### src/rtl/mcuic_pkg.sv
// Purpose: Constants and carriers for the interrupt collection block
// Assumes: 8-bit register port, one instruction clock
// Notes:   Bit positions follow the core control, option and event status register layouts
package mcuic_pkg;
  localparam logic [7:0] CORE_CTRL_ADDR  = 8'h0b;
  localparam logic [7:0] PERIPH_FLG_ADDR = 8'h0c;
  localparam logic [7:0] PERIPH_ENA_ADDR = 8'h8c;
  localparam logic [7:0] OPTION_ADDR     = 8'h81;
  localparam logic [7:0] EVT_STAT_ADDR   = 8'hf0;
  localparam logic [7:0] EVT_MASK_ADDR   = 8'hf1;
  // Core control bit positions, then EDGE_SEL_BIT in the option register
  localparam int GEN_BIT  = 7;
  localparam int PGE_BIT  = 6;
  localparam int TOE_BIT  = 5;
  localparam int EPE_BIT  = 4;
  localparam int PCE_BIT  = 3;
  localparam int TOF_BIT  = 2;
  localparam int EPF_BIT  = 1;
  localparam int PCF_BIT  = 0;
  localparam int EDGE_SEL_BIT = 6;
  localparam logic [7:0] CORE_CTRL_RST  = 8'h00;
  localparam logic [7:0] PERIPH_RST     = 8'h00;
  localparam logic [7:0] OPTION_RST     = 8'hff;
  localparam logic [7:0] PERIPH_IMPL    = 8'h7f;
  localparam logic [12:0] VECTOR_ADDR   = 13'h0004;
  localparam logic [7:0] TIMER_MAX      = 8'hff;
  // Event status bits
  localparam int EV_VECTOR = 0;
  localparam int EV_WAKE   = 1;
  localparam int EV_PIN    = 2;

  typedef struct packed {
    logic       wr;
    logic       rd;
    logic [7:0] addr;
    logic [7:0] wdata;
  } mcuic_bus_s;

  typedef struct packed {
    logic        take;
    logic [12:0] ret_addr;
  } mcuic_core_s;
endpackage

### src/rtl/mcuic_top.sv
// Purpose: Interrupt flags, enables, vector request and wake-up for core
// Assumes: Clock is the instruction clock; pins are asynchronous
// Notes:   Vector fires in the cycle after the core reports taking it
//
// Decided for this implementation: the plain strobed port.
`timescale 1ns/1ns
module mcuic_top #(
  parameter int PERIPH_W = 8
) (
  // Clock and reset
  input  wire logic                 clock,
  input  wire logic                 arst_n,
  // Register port
  input  wire mcuic_pkg::mcuic_bus_s bus,
  output logic [7:0]                rdata,
  // Pins
  input  wire logic                 external_irq_pin,
  input  wire logic [3:0]           port_b_pins,
  // Core side
  input  wire logic [7:0]           eight_bit_timer,
  input  wire logic [PERIPH_W-1:0]  periph_events,
  input  wire mcuic_pkg::mcuic_core_s core,
  input  wire logic                 return_from_handler,
  input  wire logic                 in_sleep,
  output logic                      irq_request,
  output logic                      wake_up,
  output logic                      vector_load,
  output logic [12:0]               vector_pc,
  output logic                      push_valid,
  output logic [12:0]               push_addr,
  output logic                      irq_out
);
  //////////////////////////////////////////////////////////////////////////
  logic [1:0] pin_sync_q, pin_sync_d;
  logic [1:0] pin_hist_q, pin_hist_d;
  logic [3:0] pb_s1_q, pb_s2_q, pb_last_q;
  logic [3:0] pb_s1_d, pb_s2_d, pb_last_d;
  logic [7:0] tmr_last_q, tmr_last_d;
  logic [7:0] ctrl_q, ctrl_d;
  logic [7:0] pflg_q, pflg_d;
  logic [7:0] pena_q, pena_d;
  logic [7:0] opt_q, opt_d;
  logic [2:0] evst_q, evst_d;
  logic [2:0] evmk_q, evmk_d;
  logic [7:0] rdata_q, rdata_d;
  logic       req_q, req_d, wake_q, wake_d, vld_q, vld_d, push_q, push_d;
  logic       irq_q, irq_d;
  logic [12:0] vpc_q, vpc_d, padr_q, padr_d;
  logic       pin_edge, pb_chg, tmr_ovf, pend_core, pend_per, pend_any;
  logic [7:0] pev;

  function automatic logic wr_hit(input mcuic_pkg::mcuic_bus_s b,
                                  input logic [7:0] a);
    wr_hit = b.wr && (b.addr == a);
  endfunction

  function automatic logic rd_hit(input mcuic_pkg::mcuic_bus_s b,
                                  input logic [7:0] a);
    rd_hit = b.rd && (b.addr == a);
  endfunction

  //////////////////////////////////////////////////////////////////////////
  // Event detection: pins synchronised, pin edge taken across third and fourth stages
  always_comb begin
    pin_sync_d = {pin_sync_q[0], external_irq_pin};
    pin_hist_d = {pin_hist_q[0], pin_sync_q[1]};
    pb_s1_d    = port_b_pins;
    pb_s2_d    = pb_s1_q;
    pb_last_d  = pb_s2_q;
    tmr_last_d = eight_bit_timer;
    pin_edge = opt_q[mcuic_pkg::EDGE_SEL_BIT] ?
               (pin_hist_q[0] && !pin_hist_q[1]) :
               (!pin_hist_q[0] && pin_hist_q[1]);
    pb_chg   = (pb_s2_q != pb_last_q);
    tmr_ovf  = (tmr_last_q == mcuic_pkg::TIMER_MAX) &&
               (eight_bit_timer == 8'h00);
    pev = 8'h00;
    pev[PERIPH_W-1:0] = periph_events;
  end

  always_ff @(posedge clock or negedge arst_n) begin
    if (!arst_n) begin
      pin_sync_q <= 2'h0;
      pin_hist_q <= 2'h0;
      pb_s1_q    <= 4'h0;
      pb_s2_q    <= 4'h0;
      pb_last_q  <= 4'h0;
      tmr_last_q <= 8'h00;
    end else begin
      pin_sync_q <= pin_sync_d;
      pin_hist_q <= pin_hist_d;
      pb_s1_q    <= pb_s1_d;
      pb_s2_q    <= pb_s2_d;
      pb_last_q  <= pb_last_d;
      tmr_last_q <= tmr_last_d;
    end
  end

  //////////////////////////////////////////////////////////////////////////
  // Registers; software write first, hardware sets applied after
  always_comb begin
    ctrl_d = ctrl_q;
    pflg_d = pflg_q;
    pena_d = pena_q;
    opt_d  = opt_q;
    evmk_d = evmk_q;
    evst_d = evst_q;
    if (wr_hit(bus, mcuic_pkg::CORE_CTRL_ADDR)) begin
      ctrl_d = bus.wdata;
    end
    if (wr_hit(bus, mcuic_pkg::PERIPH_FLG_ADDR)) begin
      pflg_d = bus.wdata & mcuic_pkg::PERIPH_IMPL;
    end
    if (wr_hit(bus, mcuic_pkg::PERIPH_ENA_ADDR)) begin
      pena_d = bus.wdata & mcuic_pkg::PERIPH_IMPL;
    end
    if (wr_hit(bus, mcuic_pkg::OPTION_ADDR)) begin
      opt_d = bus.wdata;
    end
    if (wr_hit(bus, mcuic_pkg::EVT_MASK_ADDR)) begin
      evmk_d = bus.wdata[2:0];
    end
    if (core.take) begin
      ctrl_d[mcuic_pkg::GEN_BIT] = 1'b0;
    end else if (return_from_handler) begin
      ctrl_d[mcuic_pkg::GEN_BIT] = 1'b1;
    end
    if (pin_edge) begin
      ctrl_d[mcuic_pkg::EPF_BIT] = 1'b1;
    end
    if (tmr_ovf) begin
      ctrl_d[mcuic_pkg::TOF_BIT] = 1'b1;
    end
    if (pb_chg) begin
      ctrl_d[mcuic_pkg::PCF_BIT] = 1'b1;
    end
    pflg_d = pflg_d | (pev & mcuic_pkg::PERIPH_IMPL);
    // Status read clears; new event in same cycle still lands
    if (rd_hit(bus, mcuic_pkg::EVT_STAT_ADDR)) begin
      evst_d = 3'h0;
    end
    if (core.take) begin
      evst_d[mcuic_pkg::EV_VECTOR] = 1'b1;
    end
    if (wake_d && !wake_q) begin
      evst_d[mcuic_pkg::EV_WAKE] = 1'b1;
    end
    if (pin_edge) begin
      evst_d[mcuic_pkg::EV_PIN] = 1'b1;
    end
  end

  always_ff @(posedge clock or negedge arst_n) begin
    if (!arst_n) begin
      ctrl_q <= mcuic_pkg::CORE_CTRL_RST;
      pflg_q <= mcuic_pkg::PERIPH_RST;
      pena_q <= mcuic_pkg::PERIPH_RST;
      opt_q  <= mcuic_pkg::OPTION_RST;
      evst_q <= 3'h0;
      evmk_q <= 3'h0;
    end else begin
      ctrl_q <= ctrl_d;
      pflg_q <= pflg_d;
      pena_q <= pena_d;
      opt_q  <= opt_d;
      evst_q <= evst_d;
      evmk_q <= evmk_d;
    end
  end

  //////////////////////////////////////////////////////////////////////////
  // Request, wake, vector and read-back
  always_comb begin
    pend_core = (ctrl_q[mcuic_pkg::TOE_BIT] && ctrl_q[mcuic_pkg::TOF_BIT]) ||
                (ctrl_q[mcuic_pkg::EPE_BIT] && ctrl_q[mcuic_pkg::EPF_BIT]) ||
                (ctrl_q[mcuic_pkg::PCE_BIT] && ctrl_q[mcuic_pkg::PCF_BIT]);
    pend_per  = ctrl_q[mcuic_pkg::PGE_BIT] && |(pflg_q & pena_q);
    pend_any  = pend_core || pend_per;
    req_d  = ctrl_q[mcuic_pkg::GEN_BIT] && pend_any && !core.take;
    wake_d = in_sleep && pend_any;
    vld_d  = core.take;
    push_d = core.take;
    vpc_d  = core.take ? mcuic_pkg::VECTOR_ADDR : vpc_q;
    padr_d = core.take ? core.ret_addr : padr_q;
    irq_d  = |(evst_d & evmk_q);
    rdata_d = 8'h00;
    if (bus.rd) begin
      case (bus.addr)
        mcuic_pkg::CORE_CTRL_ADDR:  rdata_d = ctrl_q;
        mcuic_pkg::PERIPH_FLG_ADDR: rdata_d = pflg_q;
        mcuic_pkg::PERIPH_ENA_ADDR: rdata_d = pena_q;
        mcuic_pkg::OPTION_ADDR:     rdata_d = opt_q;
        mcuic_pkg::EVT_STAT_ADDR:   rdata_d = {5'h00, evst_q};
        mcuic_pkg::EVT_MASK_ADDR:   rdata_d = {5'h00, evmk_q};
        default:                    rdata_d = 8'h00;
      endcase
    end
  end

  always_ff @(posedge clock or negedge arst_n) begin
    if (!arst_n) begin
      req_q   <= 1'b0;
      wake_q  <= 1'b0;
      vld_q   <= 1'b0;
      push_q  <= 1'b0;
      vpc_q   <= 13'h0000;
      padr_q  <= 13'h0000;
      irq_q   <= 1'b0;
      rdata_q <= 8'h00;
    end else begin
      req_q   <= req_d;
      wake_q  <= wake_d;
      vld_q   <= vld_d;
      push_q  <= push_d;
      vpc_q   <= vpc_d;
      padr_q  <= padr_d;
      irq_q   <= irq_d;
      rdata_q <= rdata_d;
    end
  end

  assign irq_request = req_q;
  assign wake_up     = wake_q;
  assign vector_load = vld_q;
  assign vector_pc   = vpc_q;
  assign push_valid  = push_q;
  assign push_addr   = padr_q;
  assign irq_out     = irq_q;
  assign rdata       = rdata_q;

  //////////////////////////////////////////////////////////////////////////
  // Checks
  property p_gen_reset;
    @(posedge clock) $rose(arst_n) |-> !ctrl_q[mcuic_pkg::GEN_BIT];
  endproperty
  a_gen_reset: assert property (p_gen_reset) else $error("enable not clear");

  property p_req_needs_gen;
    @(posedge clock) disable iff (!arst_n)
      irq_request |-> $past(ctrl_q[mcuic_pkg::GEN_BIT]);
  endproperty
  a_req_needs_gen: assert property (p_req_needs_gen) else $error("req w/o enable");

  property p_req_prompt;
    @(posedge clock) disable iff (!arst_n)
      (ctrl_q[mcuic_pkg::GEN_BIT] && pend_any && !core.take) |=> irq_request;
  endproperty
  a_req_prompt: assert property (p_req_prompt) else $error("req late");

  property p_take_clears;
    @(posedge clock) disable iff (!arst_n)
      core.take |=> !ctrl_q[mcuic_pkg::GEN_BIT] && vector_load &&
                    vector_pc == mcuic_pkg::VECTOR_ADDR;
  endproperty
  a_take_clears: assert property (p_take_clears) else $error("bad service");

  property p_ret_sets;
    @(posedge clock) disable iff (!arst_n)
      (return_from_handler && !core.take) |=> ctrl_q[mcuic_pkg::GEN_BIT];
  endproperty
  a_ret_sets: assert property (p_ret_sets) else $error("enable not set");

  property p_pin_latency;
    @(posedge clock) disable iff (!arst_n)
      $rose(pin_sync_q[1]) && opt_q[mcuic_pkg::EDGE_SEL_BIT]
      |-> ##[1:2] ctrl_q[mcuic_pkg::EPF_BIT];
  endproperty
  a_pin_latency: assert property (p_pin_latency) else $error("pin flag late");

  property p_tmr_flag;
    @(posedge clock) disable iff (!arst_n)
      tmr_ovf |=> ctrl_q[mcuic_pkg::TOF_BIT];
  endproperty
  a_tmr_flag: assert property (p_tmr_flag) else $error("ovf lost");

  property p_wake;
    @(posedge clock) disable iff (!arst_n)
      (in_sleep && pend_any) |=> wake_up;
  endproperty
  a_wake: assert property (p_wake) else $error("no wake");

  property p_set_wins;
    @(posedge clock) disable iff (!arst_n)
      (pb_chg && wr_hit(bus, mcuic_pkg::CORE_CTRL_ADDR))
      |=> ctrl_q[mcuic_pkg::PCF_BIT];
  endproperty
  a_set_wins: assert property (p_set_wins) else $error("set lost");
endmodule

### config.mk
export PLATFORM = sky130hd
export DESIGN_NAME = mcuic_top
export DESIGN_NICKNAME = d
export VERILOG_FILES = /design/src/rtl/mcuic_pkg.sv /design/src/rtl/mcuic_top.sv
export SDC_FILE = /design/constraint.sdc
export NUM_CORES = 1
export LEC_CHECK = 0
export ABC_AREA = 1
export BUFFER_PORTS_ARGS = -buffer_cell sky130_fd_sc_hd__buf_2
export CORE_MARGIN = 5
export CORE_UTILIZATION = 54
export CTS_BUF_LIST = sky130_fd_sc_hd__clkbuf_2
export CTS_CLUSTER_SIZE = 12
export DETAILED_ROUTE_END_ITERATION = 8
export GPL_TIMING_DRIVEN = 0
export PLACE_DENSITY = 0.92
export SLEW_MARGIN = 20
export SYNTH_ARGS = -nofsm -noshare
export SYNTH_HDL_FRONTEND = slang
export SYNTH_SLANG_ARGS = --single-unit
### constraint.sdc
create_clock -name clock -period 1.6 [get_ports clock]
set_input_delay 0.24 -clock clock [delete_from_list [all_inputs] [get_ports clock]]
set_output_delay 0.24 -clock clock [all_outputs]
set_load 0.005 [all_outputs]
## Yosys cells after proc, flatten, opt, wreduce, memory -nomap -nowiden

Index checks and enable logic that the tools add are counted.
W data, S select, Z words.

| cells by class | value |
|---|---|
| reduce and logical (&&, ||, !) cells | 31 |
| mux-type cells | 14 |
| bitwise logic cells | 3 |
| eq/ne operators | 8 |

Operator list:

| operator | number |
|---|---|
| $pmux W8 S6 | 1 |
| $eq A8 B8 Y1 const B | 5 |
| $mux W8 | 3 |
| $logic_and A1 B1 Y1 | 17 |
| $eq A8 B4 Y1 const B | 2 |
| $mux W1 | 9 |
| $and A8 B7 Y8 | 1 |
| $logic_not A8 Y1 | 1 |
| $or A8 B7 Y8 | 1 |
| $reduce_or A8 Y1 | 1 |
| $reduce_bool A2 Y1 | 3 |
| $logic_not A1 Y1 | 4 |
| $ne A4 B4 Y1 | 1 |
| $and A3 B3 Y3 | 1 |
| $logic_or A1 B1 Y1 | 3 |
| $mux W3 | 1 |
| $reduce_bool A3 Y1 | 1 |
| $reduce_or A3 Y1 | 1 |

| storage, ports and cells | value |
|---|---|
| input port bits | 57 |
| output and inout bits | 39 |
| register bits after elaboration | 87 |

## Depth between registers and ports, before layout

Gate-level depths: netlist of the first run.

| depth | value |
|---|---|
| depth in word-level cells | 9 |
| depth in mapped cells | 10 |
| depth with buffers taken out | 10 |

## Least setup slack after synthesis of the first run

OpenSTA, ideal clock, no wires.

| path | value |
|---|---|
| path type | in2reg |
| start | input bus[9] in the netlist's numbering |
| end | register pflg_q[3] |
| slack | 0.392 ns |
| library setup time | 0.124 ns |
| required time | 1.476 ns |
| arrival time | 1.084 ns |
| stages on the path | 7 |
| path buffers | 1 |
| path through | inv_1 -> nand4_4 -> nor2_4 -> nand2_4 -> buf_6 -> a21oi_1 -> o21ai_1 |

| between the ends | value |
|---|---|
| word-level cells in the longest chain between the ends | 4 |

Ends and longest elaborated chain:

| element | RTL line | source |
|---|---|---|
| from (decl) | mcuic_top.sv:14 | `input wire mcuic_pkg::mcuic_bus_s bus,` |
| $eq A8 B4 Y1 | mcuic_top.sv:54 | `wr_hit = b.wr && (b.addr == a);` |
| $logic_and A1 B1 Y1 | mcuic_top.sv:54 |  |
| $mux W8 | mcuic_top.sv:111 | `if (wr_hit(bus, mcuic_pkg::PERIPH_FLG_ADDR)) begin` |
| $or A8 B7 Y8 | mcuic_top.sv:137 | `pflg_d = pflg_d \| (pev & mcuic_pkg::PERIPH_IMPL);` |
| named net pflg_d[3] | mcuic_top.sv:40 | `logic [7:0] pflg_q, pflg_d;` |
| to (signal assigned) | mcuic_top.sv:156 | `pflg_q <= mcuic_pkg::PERIPH_RST;` |
| to (signal assigned) | mcuic_top.sv:163 | `pflg_q <= pflg_d;` |
| to (decl) | mcuic_top.sv:40 |  |

The timed path passes the listed nets, and every way through them passes these cells.
A chain may end at the register's enable or synchronous reset.

## Worst setup path in the final report of the first run

Same ends and word-level chain as after synthesis.

==> results.md, run 1 <==
* Post-synthesis sequential area ratio at 0.5977
* I/O Pins at 96
* R2r endpoint: irq_out$_DFF_PN0_
* Setup Buffers After CTS at 0
* Antenna Diode Count at 0
* Initial core utilization at 0.5632
* RD Place Congestion at 0.9004
* Max frequency at between 0.6 and 0.7 GHz
* Crit path capture type: flip-flop
* Largest net degree at the start of global routing at 63
* Rows at 29
* Most instantiated cells after synthesis: 144 x nand2_1, 78 x dfrtp_1, 28 x inv_1
* Total power at between 4000 and 5000 uW
* Tmin final at 1.566 ns
* Final Cycle Share at 0.9786
* Max Fanout on Critical Path at 10
* Top-count cell post-synth: nand2_1
* Die area at about 8400 um^2
* DRT Pass-1 Iters at 5
* Pwr/cell area at between 800 and 900 nW/um^2
* Worst skew pair latency at 0.54 ns
* Hold Vio Cnt, Final at 0
* Slowest CP cell: dlygate4sd3_1
* Post-synth cell types at 31
* Ys flop type: dfrtp_1
* Routed Antenna Nets at 0
* YS warnings at 0
* FF-to-FF path depth at 7
* CTS Sinks at 86
* Core Area at around 6400 um^2
* # H-tree levels at 3
* Buf/Inv on CP at 4
* Via-to-Cell Ratio at slightly above 5
* Drt wl/cell at between 15 and 20 um
* Critical Path Start Type: input port
* FF+latch count, synth at 86
* Status: complete, no violations
* DR iter-0 viols at around 190
* Post-Syn Area per Cell at 9.323 um^2
* DR DRC count at 0
* Syn Inst Count at approximately 390
* Type of the worst setup path: input port to flip-flop
* Peak supply drop at just under 0.7 mV
* Largest cells by area after synthesis: dfrtp_1 54%, nand2_1 15%, dfstp_2 5.8%, inv_1 2.9%, buf_4 2.7%
* CTS root buf: clkbuf_2
* GRT overflow at 0
* DIE WIDTH at between 90 and 100 um
* RSZ-0062 raised after global routing: no
* R2R setup slack at 0.22 ns
* Worst hold path type: input port to flip-flop
* Synth Cell Area at between 3000 and 4000 um^2
* Slowest Stage Delay on Critical Path at between 0.5 and 0.6 ns
* Max Cap Viol at 0
* Post-route insts no fill at 621
* I/O Buffers at 82
* Critical Path RT at approximately 2.1 ns
* Min-delay src: bus[0]
* CTS Buf Count at 9
* Synth async-reset ratio at 1.000
* Share of cells above drive strength 1 at 0.2574
* TritonCTS clock tree: yes
* Wirelength, routed at 9440 um
* Hold endpoint: pflg_q[0]$_DFF_PN0_
* CTS Buffer Depth at 2
* Clock transition at the registers of the reported paths at between 0.2 and 0.3 ns
* Leakage at about 0.0025 uW
* Top cell type's share of synthesized area at 0.5396
* Area leader, netlist: dfrtp_1
* Fin util at 0.7432
* Stages on worst setup path at 9
* Vias in the first global route at between 3,000 and 4,000
* DR vias at 3,167
* Setup_tns at 0 ns
* EDFF count, synth at 0
* Hold path depth at 3
* Placed insts at approximately 560
* Final setup vio count at 0
* Worst EP arrival at between 2 and 2.5 ns
* First-pass GRT wire length at roughly 15,000 um
* Global Route Usage Sum at 0.2322
* Final HPWL DP at 5979 um
* CP delay by family, top: buffers and inverters
* CP cell instances: buf_2 -> inv_1 -> nand4_4 -> nor2_4 -> nand2_4 -> buf_6 -> a21oi_1 -> o21ai_1 -> dlygate4sd3_1
* Antenna violations before repair at 0
* Final #Nets at 596
* Area grow syn2layout at 31.96%
* Worst r2r src: opt_q[6]$_DFFE_PN1P_
* Fin Clk Skew at about 0.027 ns
* Max-slew violations at 0
* Die height at 91.85 um
-- tightest hold or removal path, cell delays in order --
cell	delay (ns)
buf_2	0.08
inv_1	0.11
o21ai_1	0.15
-- sequential cells by signal (all words and copies together), names as in the netlist, 3 cells and up --
name        count
ctrl_q          8
evmk_q          3
evst_q          3
opt_q           8
pb_last_d       4
pb_last_q       4
pb_s1_q         4
pena_q          7
pflg_q          7
push_addr      13
rdata           8
tmr_last_q      8
-- worst max-delay path by stage --
stage                      start                  end  slack [ns]
after floorplan           bus[9]  pflg_q[3]$_DFF_PN0_        0.39
after global placement    arst_n   rdata[1]$_DFF_PN0_       -0.31
after detailed placement  bus[9]  pflg_q[3]$_DFF_PN0_       0.007
after CTS                 bus[9]  pflg_q[3]$_DFF_PN0_        0.05
after global routing      bus[9]  pflg_q[3]$_DFF_PN0_        0.04
final                     bus[9]  pflg_q[3]$_DFF_PN0_        0.03
-- metal layers --
metal	track usage	routed length (um)
met1	0.2749	3523
met2	0.3960	4833
met3	0.07201	809
met4	0.09158	273
met5	0	0
-- cells in the final DEF (no fill, tap or decap), types with 3 or more instances in the layout --
master / count
nand3_1: 3
xnor2_1: 3
conb_1: 12
dfstp_2: 8
o21ai_0: 15
buf_4: 14
dfrtp_1: 78
clkbuf_1: 3
a21oi_1: 10
nor2_1: 26
nand4_1: 6
nor3_1: 4
nand2_2: 3
buf_2: 81
inv_1: 28
nand2_1: 144
nor2_4: 4
o21a_1: 3
dlygate4sd3_1: 46
clkbuf_2: 9
o21ai_1: 18
buf_6: 3
-- where the power goes --
group	total, uW	leakage [uW]	switching (uW)	internal (uW)
clock network	1130	0.0000655	768	366
registers	2370	0.00102	69.0	2300
logic	498	0.00138	258	240
total	4010	0.00246	1100	2910
-- cell type report --
type / instances / area [um^2]
flip-flops and latches: 86 / 2162
fillers: 427 / 1649
multi-input cells: 264 / 1227
repair buffers: 129 / 900.9
plain buffers: 20 / 157.7
inverters: 29 / 111.4
well taps: 77 / 96.34
clock inverters: 7 / 72.57
clock buffers: 9 / 45.04
-- per-stage QoR --
step	setup slack, ns	hold slack (ns)	area [um^2]
CTS	0.05027	0.04004	4773
detailed placement	0.007333	0.1660	4195
global placement	-0.3060	0.3325	4165
finish	0.03427	0.04748	4773
floorplan	0.3919	-0.05559	3659
global route	0.03797	0.02996	4773
-- logic make-up after synthesis --
logic type,Yosys count,share of synthesized area
other cells,1,0.001037
xor+xnor,3,0.007265
buf+inv,49,0.07437
flops,86,0.5977
compound gates,51,0.08025
simple gates,198,0.2394
-- repair_timing --
item,CTS,global route
hold buffers,46,0
endpoints found under the hold margin,133,0
resized for setup,0,0
(Power assumes the default switching activity.)
==> inputs of run 2 (changes only) <==
- CAP_MARGIN: unset -> 20
- PLACE_DENSITY: 0.92 -> 0.82
==> run 2 against run 1 <==
Against the previous run:
- sequential share of layout area grew 0.059 points
- register-to-register slack better by 0.02 ns
- first-iteration DRC count down 5.3%
- non-clock buffer count is 2 higher
- power shrank 5.4%
- maximum frequency increased by 0.65%
- core utilization down 0.097 points
- global-route usage shrank 0.96 points
- clock skew increased by 0.0074 ns
- wire length is 7.2% lower
- critical path depth did not move
- worst hold slack improved by 0.034 ns
- largest cell class unchanged
- largest power group unchanged
==> results.md, run 2 (synthesis gave the netlist of run 1 again) <==
* Antenna violations before repair at 0 (unchanged)
* Final setup vio count at 0 (unchanged)
* Hold endpoint: pflg_q[1]$_DFF_PN0_
* Antenna Diode Count at 0 (unchanged)
* Area grow syn2layout at 31.79%
* Critical Path Start Type: input port
* CTS root buf: clkbuf_2
* CTS Buf Count at 9 (unchanged)
* Setup_tns at 0 ns (unchanged)
* Placed insts at 559 (unchanged)
* RSZ-0062 raised after global routing: no
* Type of the worst setup path: input port to flip-flop
* Rows at 29 (unchanged)
* Routed Antenna Nets at 0 (unchanged)
* Vias in the first global route at 3,203 (-2.3%)
* GRT overflow at 0 (unchanged)
* Largest net degree at the start of global routing at 58 (-7.9%)
* # H-tree levels at 3 (unchanged)
* RD Place Congestion at 0.9020 (+0.18%)
* Core Area at 6422 um^2 (unchanged)
* Commonest cells after routing, fill and taps aside: 144 x nand2_1, 81 x buf_2, 78 x dfrtp_1
* Leakage at 0.002456 uW (-0.28%)
* Die height at 91.85 um (unchanged)
* DR DRC count at 0 (unchanged)
* Worst EP arrival at 2.02 ns (about the same)
* Initial core utilization at 0.5632 (unchanged)
* Fillers at 455 (+6.6%)
* Slowest Stage Delay on Critical Path at 0.56 ns (about the same)
* First-pass GRT wire length at 14,810 um (-4.1%)
* Hold slack at 0.08190 ns (+0.03442 ns)
* Status: complete, no violations
* Pwr/cell area at 795.0 nW/um^2 (-5.3%)
* CP cell instances: buf_2 -> inv_1 -> nand4_4 -> nor2_4 -> nand2_4 -> buf_6 -> a21oi_1 -> o21ai_1 -> dlygate4sd3_1
* Via-to-Cell Ratio at 4.843 (-5.0%)
* DR iter-0 viols at 177 (-5.3%)
* Max frequency at 0.6428 GHz (+0.65%)
* Global Route Usage Sum at 0.2226 (-0.009588)
* Wirelength, routed at 8762 um (-7.2%)
* Clock transition at the registers of the reported paths at 0.25 ns (about the same)
* Fin Clk Skew at 0.03433 ns (+0.007370 ns)
* Commonest non-fill, non-tap cell in the layout: nand2_1
* Die area at 8436 um^2 (unchanged)
* Hold path depth at 3 (unchanged)
* Critical Path RT at 2.06 ns (about the same)
* Peak supply drop at 0.6724 mV (-0.94%)
* Post-route insts no fill at 623 (+0.32%)
* Share of cells above drive strength 1 at 0.2582 (+0.0008888)
* Fin util at 0.7423 (-0.0009740)
* Sequential Area at 2162 um^2 (unchanged)
* Place WS at 0.04341 ns (+0.03608 ns)
* Final Cycle Share at 0.9723 (-0.006274)
* CTS Sinks at 86 (unchanged)
* Tmin final at 1.556 ns (-0.01004 ns)
* Max-slew violations at 0 (unchanged)
* CTS Buffer Depth at 2 (unchanged)
* Buf/Inv on CP at 4 (unchanged)
* Worst r2r src: pflg_q[4]$_DFF_PN0_
* Slowest CP cell: dlygate4sd3_1
* Final HPWL DP at 5893 um (-1.4%)
* DIE WIDTH at 91.85 um (unchanged)
* TritonCTS clock tree: yes
* FF-to-FF path depth at 3 (-4)
* R2r endpoint: pflg_q[4]$_DFF_PN0_
* Area of the multi-input gates at 1227 um^2 (unchanged)
* I/O Buffers at 82 (unchanged)
* R2R setup slack at 0.24 ns (+0.02 ns)
* Hold Vio Cnt, Final at 0 (unchanged)
* I/O Pins at 96 (unchanged)
* Final #Nets at 598 (+0.34%)
* DR vias at 3,017 (-4.7%)
* Worst hold path type: input port to flip-flop
* Crit path capture type: flip-flop
* Drt wl/cell at 14.06 um (-7.5%)
* DRT Pass-1 Iters at 4 (-1)
* Max reg flops at 13 (unchanged)
* Worst skew pair latency at 0.54 ns (about the same)
* CP delay by family, top: buffers and inverters
* Max Cap Viol at 0 (unchanged)
* Final Worst Setup Slack at 0.04431 ns (+0.01004 ns)
* Min-delay src: bus[1]
* Max Fanout on Critical Path at 10 (unchanged)
==> run 2: what timing repair did <==
action                                 in CTS  in global routing
hold buffers                               48                  0
resized for setup                           0                  0
endpoints found under the hold margin     130                  0
buffers inserted                            0                  0
==> run 2: final cells by class <==
cell class / instances / area share
sequential: 86 / 0.4535
multi-input combinational: 264 / 0.2575
timing repair buffer: 131 / 0.1932
buffer: 20 / 0.03307
inverter: 29 / 0.02336
tap: 77 / 0.02021
clock buffer: 11 / 0.01155
clock inverter: 5 / 0.007612
==> run 2: power by group <==
group	leakage, uW	switching, uW	internal [uW]	total (uW)
clock network	0.0000558	722	217	939
logic	0.00138	246	239	485
registers	0.00102	61.9	2300	2370
total	0.00246	1030	2760	3790
==> run 2: per-layer routing <==
metal  global-route usage  part of all wire  vias to the layer above  wire length, um
li1                     -                 -                     1506                -
met1               0.2654              0.41                     1404             3571
met2               0.3869              0.50                       90             4399
met3              0.05483             0.068                       17              592
met4              0.09035             0.023                        0              199
met5                    0                 0                        -                0
==> run 2: through the flow <==
step	power (uW)	instance area, um^2
final	3790	4767
after global routing	3987	4767
after CTS	3808	4767
after detailed placement	2800	4195
after global placement	2770	4165
after floorplan	2575	3659
==> run 2: worst reg2reg max path, cell delays in order, from the launching register on <==
cell	delay [ns]
dfrtp_1	0.47
a21oi_1	0.18
o21ai_1	0.09
dlygate4sd3_1	0.56
==> run 2: worst max path at each step <==
stage          slack (ns)                  end  cells after the start   start
6_report             0.04  pflg_q[4]$_DFF_PN0_                      9  bus[9]
5_1_grt              0.03  pflg_q[4]$_DFF_PN0_                      9  bus[9]
4_1_cts              0.10  pflg_q[4]$_DFF_PN0_                      9  bus[9]
3_5_place_dp         0.04  pflg_q[4]$_DFF_PN0_                      8  bus[9]
3_3_place_gp        -0.34   rdata[1]$_DFF_PN0_                      1  arst_n
2_1_floorplan        0.39  pflg_q[3]$_DFF_PN0_                      7  bus[9]
==> inputs of run 3 (changes only) <==
- ABC_AREA: 1 -> unset
==> run 3 against run 2 <==
Against the previous run:
- the run now ends with negative setup slack left
- critical path depth decreased by 5
- register-to-register slack got worse by 0.46 ns
- non-clock buffer count decreased by 2
- sequential cell count unchanged
- sequential share of layout area increased by 1.0 points
- first-iteration DRC count increased by 36%
- critical endpoint is now irq_out$_DFF_PN0_
==> results.md, run 3 <==
* Critical Path RT at 1.99 ns (-0.07 ns)
* Ys flop type: dfrtp_1
* I/O Pins at 96 (unchanged)
* Post-route insts no fill at 493 (-21%)
* Final Cycle Share at 1.136 (+0.1639)
* Fillers at 444 (-2.4%)
* RD Place Congestion at 0.8953 (-0.74%)
* Hold Vio Cnt, Final at 0 (unchanged)
* Antenna violations before repair at 0 (unchanged)
* Commonest cells after routing, fill and taps aside: 81 x buf_2, 78 x dfrtp_1, 44 x dlygate4sd3_1
* Max Fanout on Critical Path at 3 (-7)
* R2R setup slack at -0.22 ns (-0.46 ns)
* Core Area at 6314 um^2 (-1.7%)
* Drt wl/cell at 16.13 um (+15%)
* Rows at 29 (unchanged)
* Setup_tns at -0.2180 ns (-0.2180 ns)
* Die height at 90.13 um (-1.9%)
* Pwr/cell area at 862.6 nW/um^2 (+8.5%)
* Place WS at -0.5841 ns (-0.6275 ns)
* Critical Path Start Type: flip-flop
* Final HPWL DP at 5453 um (-7.5%)
* CTS Sinks at 86 (unchanged)
* Final Worst Setup Slack at -0.2180 ns (-0.2623 ns)
* Wirelength, routed at 7950 um (-9.3%)
* Share of cells above drive strength 1 at 0.4038 (+0.1456)
* Post-synthesis sequential area ratio at 0.6236 (+0.02588)
* RSZ-0062 raised after global routing: yes
* Worst r2r src: pflg_q[3]$_DFF_PN0_
* Hold path depth at 2 (-1)
* CTS Buf Count at 9 (unchanged)
* Placed insts at 432 (-23%)
* Post-Syn Area per Cell at 13.23 um^2 (+42%)
* Syn Inst Count at 262 (-32%)
* I/O Buffers at 81 (-1.2%)
* Antenna Diode Count at 0 (unchanged)
* YS warnings at 0 (unchanged)
* Peak supply drop at 0.5395 mV (-20%)
* First-pass GRT wire length at 13,710 um (-7.4%)
* Max-slew headroom at 0.5156
* DRT Pass-1 Iters at 5 (+1)
* Final setup vio count at 1 (+1)
* Status: complete, but fails checks
* Vias in the first global route at 2,832 (-12%)
* DP Area at 4066 um^2 (-3.1%)
* FF+latch count, synth at 86 (unchanged)
* Worst hold path type: input port to flip-flop
* Top-count cell post-synth: dfrtp_1
* Initial core utilization at 0.5491 (-0.01407)
* R2r endpoint: irq_out$_DFF_PN0_
* TritonCTS clock tree: yes
* Crit path capture type: flip-flop
* Final #Nets at 468 (-22%)
* Max reg flops at 13 (unchanged)
* Largest cells by area after synthesis: dfrtp_1 56%, mux2_2 11%, dfstp_2 6.1%, buf_4 2.8%, a222oi_1 2.0%
* Max frequency at 0.5501 GHz (-14%)
* Type of the worst setup path: flip-flop to flip-flop
* Worst skew pair latency at 0.50 ns (-0.04 ns)
* EDFF count, synth at 0 (unchanged)
* Commonest non-fill, non-tap cell in the layout: buf_2
* DR DRC count at 0 (unchanged)
* Total power at 4023 uW (+6.2%)
* Tmin final at 1.818 ns (+0.2623 ns)
* Most instantiated cells after synthesis: 78 x dfrtp_1, 35 x mux2_2, 18 x nand2_1
* Largest net degree at the start of global routing at 55 (-5.2%)
* Hold endpoint: pena_q[1]$_DFFE_PN0P_
* Violated checks: negative setup slack
* DR iter-0 viols at 240 (+36%)
* CTS root buf: clkbuf_2
* Area leader, netlist: dfrtp_1
* Max Cap Viol at 0 (unchanged)
* Die area at 8123 um^2 (-3.7%)
* Routed Antenna Nets at 0 (unchanged)
* Via-to-Cell Ratio at 5.406 (+12%)
* Sequential Area at 2162 um^2 (unchanged)
* Worst-Margin Slew at a little over 0.7 ns
* CTS Buffer Depth at 2 (unchanged)
* Post-synth cell types at 45 (+45%)
* Leakage at 0.002222 uW (-9.5%)
* # H-tree levels at 3 (unchanged)
* Synth async-reset ratio at 1.000 (unchanged)
* Fin Clk Skew at 0.02527 ns (-0.009062 ns)
* Min-delay src: bus[1]
* DR vias at 2,665 (-12%)
* Area of the multi-input gates at 1246 um^2 (+1.5%)
* DIE WIDTH at 90.13 um (-1.9%)
* Max-slew violations at 0 (unchanged)
* Area grow syn2layout at 34.54%
* GRT overflow at 0 (unchanged)
* Top cell type's share of synthesized area at 0.5630 (+0.02337)
* Global Route Usage Sum at 0.2081 (-0.01445)
* Clock transition at the registers of the reported paths at 0.22 ns (-0.03 ns)
* Design area at 4664 um^2 (-2.2%)
* Worst EP arrival at 2.21 ns (+0.19 ns)
* FF-to-FF path depth at 4 (+1)
* Synth Cell Area at 3467 um^2 (-4.2%)
## run 3: report_power, final
part / switching, uW / internal (uW)
clock: 668 / 532
sequential: 58.2 / 2290
combinational: 200 / 273
## run 3: worst max path at each step
stage | from | end | slack (ns)
2_1_floorplan | bus[11] | irq_out$_DFF_PN0_ | -0.29
3_3_place_gp | bus[8] | rdata[6]$_DFF_PN0_ | -0.74
3_5_place_dp | bus[13] | pena_q[3]$_DFFE_PN0P_ | -0.58
4_1_cts | pena_q[3]$_DFFE_PN0P_ | irq_out$_DFF_PN0_ | -0.23
5_1_grt | pflg_q[3]$_DFF_PN0_ | irq_out$_DFF_PN0_ | -0.28
6_report | pflg_q[3]$_DFF_PN0_ | irq_out$_DFF_PN0_ | -0.22
## run 3: cells by family (layout without fill, tap and decap cells)
| kind of cell | Yosys count | in the layout | synth area share |
|---|---|---|---|
| compound gates | 35 | 35 | 0.07940 |
| flops | 86 | 86 | 0.6236 |
| buf+inv | 25 | 168 | 0.04150 |
| simple gates | 74 | 74 | 0.1249 |
| xor+xnor | 4 | 4 | 0.01010 |
| other cells | 1 | 12 | 0.001082 |
| mux | 37 | 37 | 0.1195 |
## run 3: worst max-delay path, cell delays in order, from the launching register on
cell and delay [ns]:
dfrtp_1 0.45, a222oi_1 0.41, nand3_1 0.19, a221o_1 0.34, a221o_1 0.31
## run 3: layout make-up
cell class,count,area share
Clock buffer,12,0.01288
Timing Repair Buffer,127,0.1894
Sequential cell,86,0.4635
Tap cell,77,0.02065
Multi-Input combinational cell,162,0.2672
Inverter,3,0.002414
Buffer,22,0.02870
Clock inverter,4,0.01529
## run 3: through the flow
stage / hold WS [ns] / util
final: 0.03785 / 0.7388
after global routing: 0.009793 / 0.7388
after CTS: 0.002311 / 0.7346
after detailed placement: 0.2051 / 0.6441
after global placement: 0.3317 / 0.6381
after floorplan: -0.05559 / -
## run 3: repair_timing
action	4_1_cts	5_1_grt
resized for setup	0	4
pin swaps	4	4
hold buffers	44	0
setup endpoints to repair	1	22
buffers inserted	0	1
hold endpoints to repair	104	0
## run 3: routing by layer
| metal | share of wire | vias up | global-route usage |
|---|---|---|---|
| met2 | 0.51 | 127 | 0.3396 |
| met1 | 0.38 | 1280 | 0.2645 |
| met3 | 0.091 | 15 | 0.06260 |
| li1 | - | 1243 | - |
| met4 | 0.018 | 0 | 0.07196 |
| met5 | 0 | - | 0 |
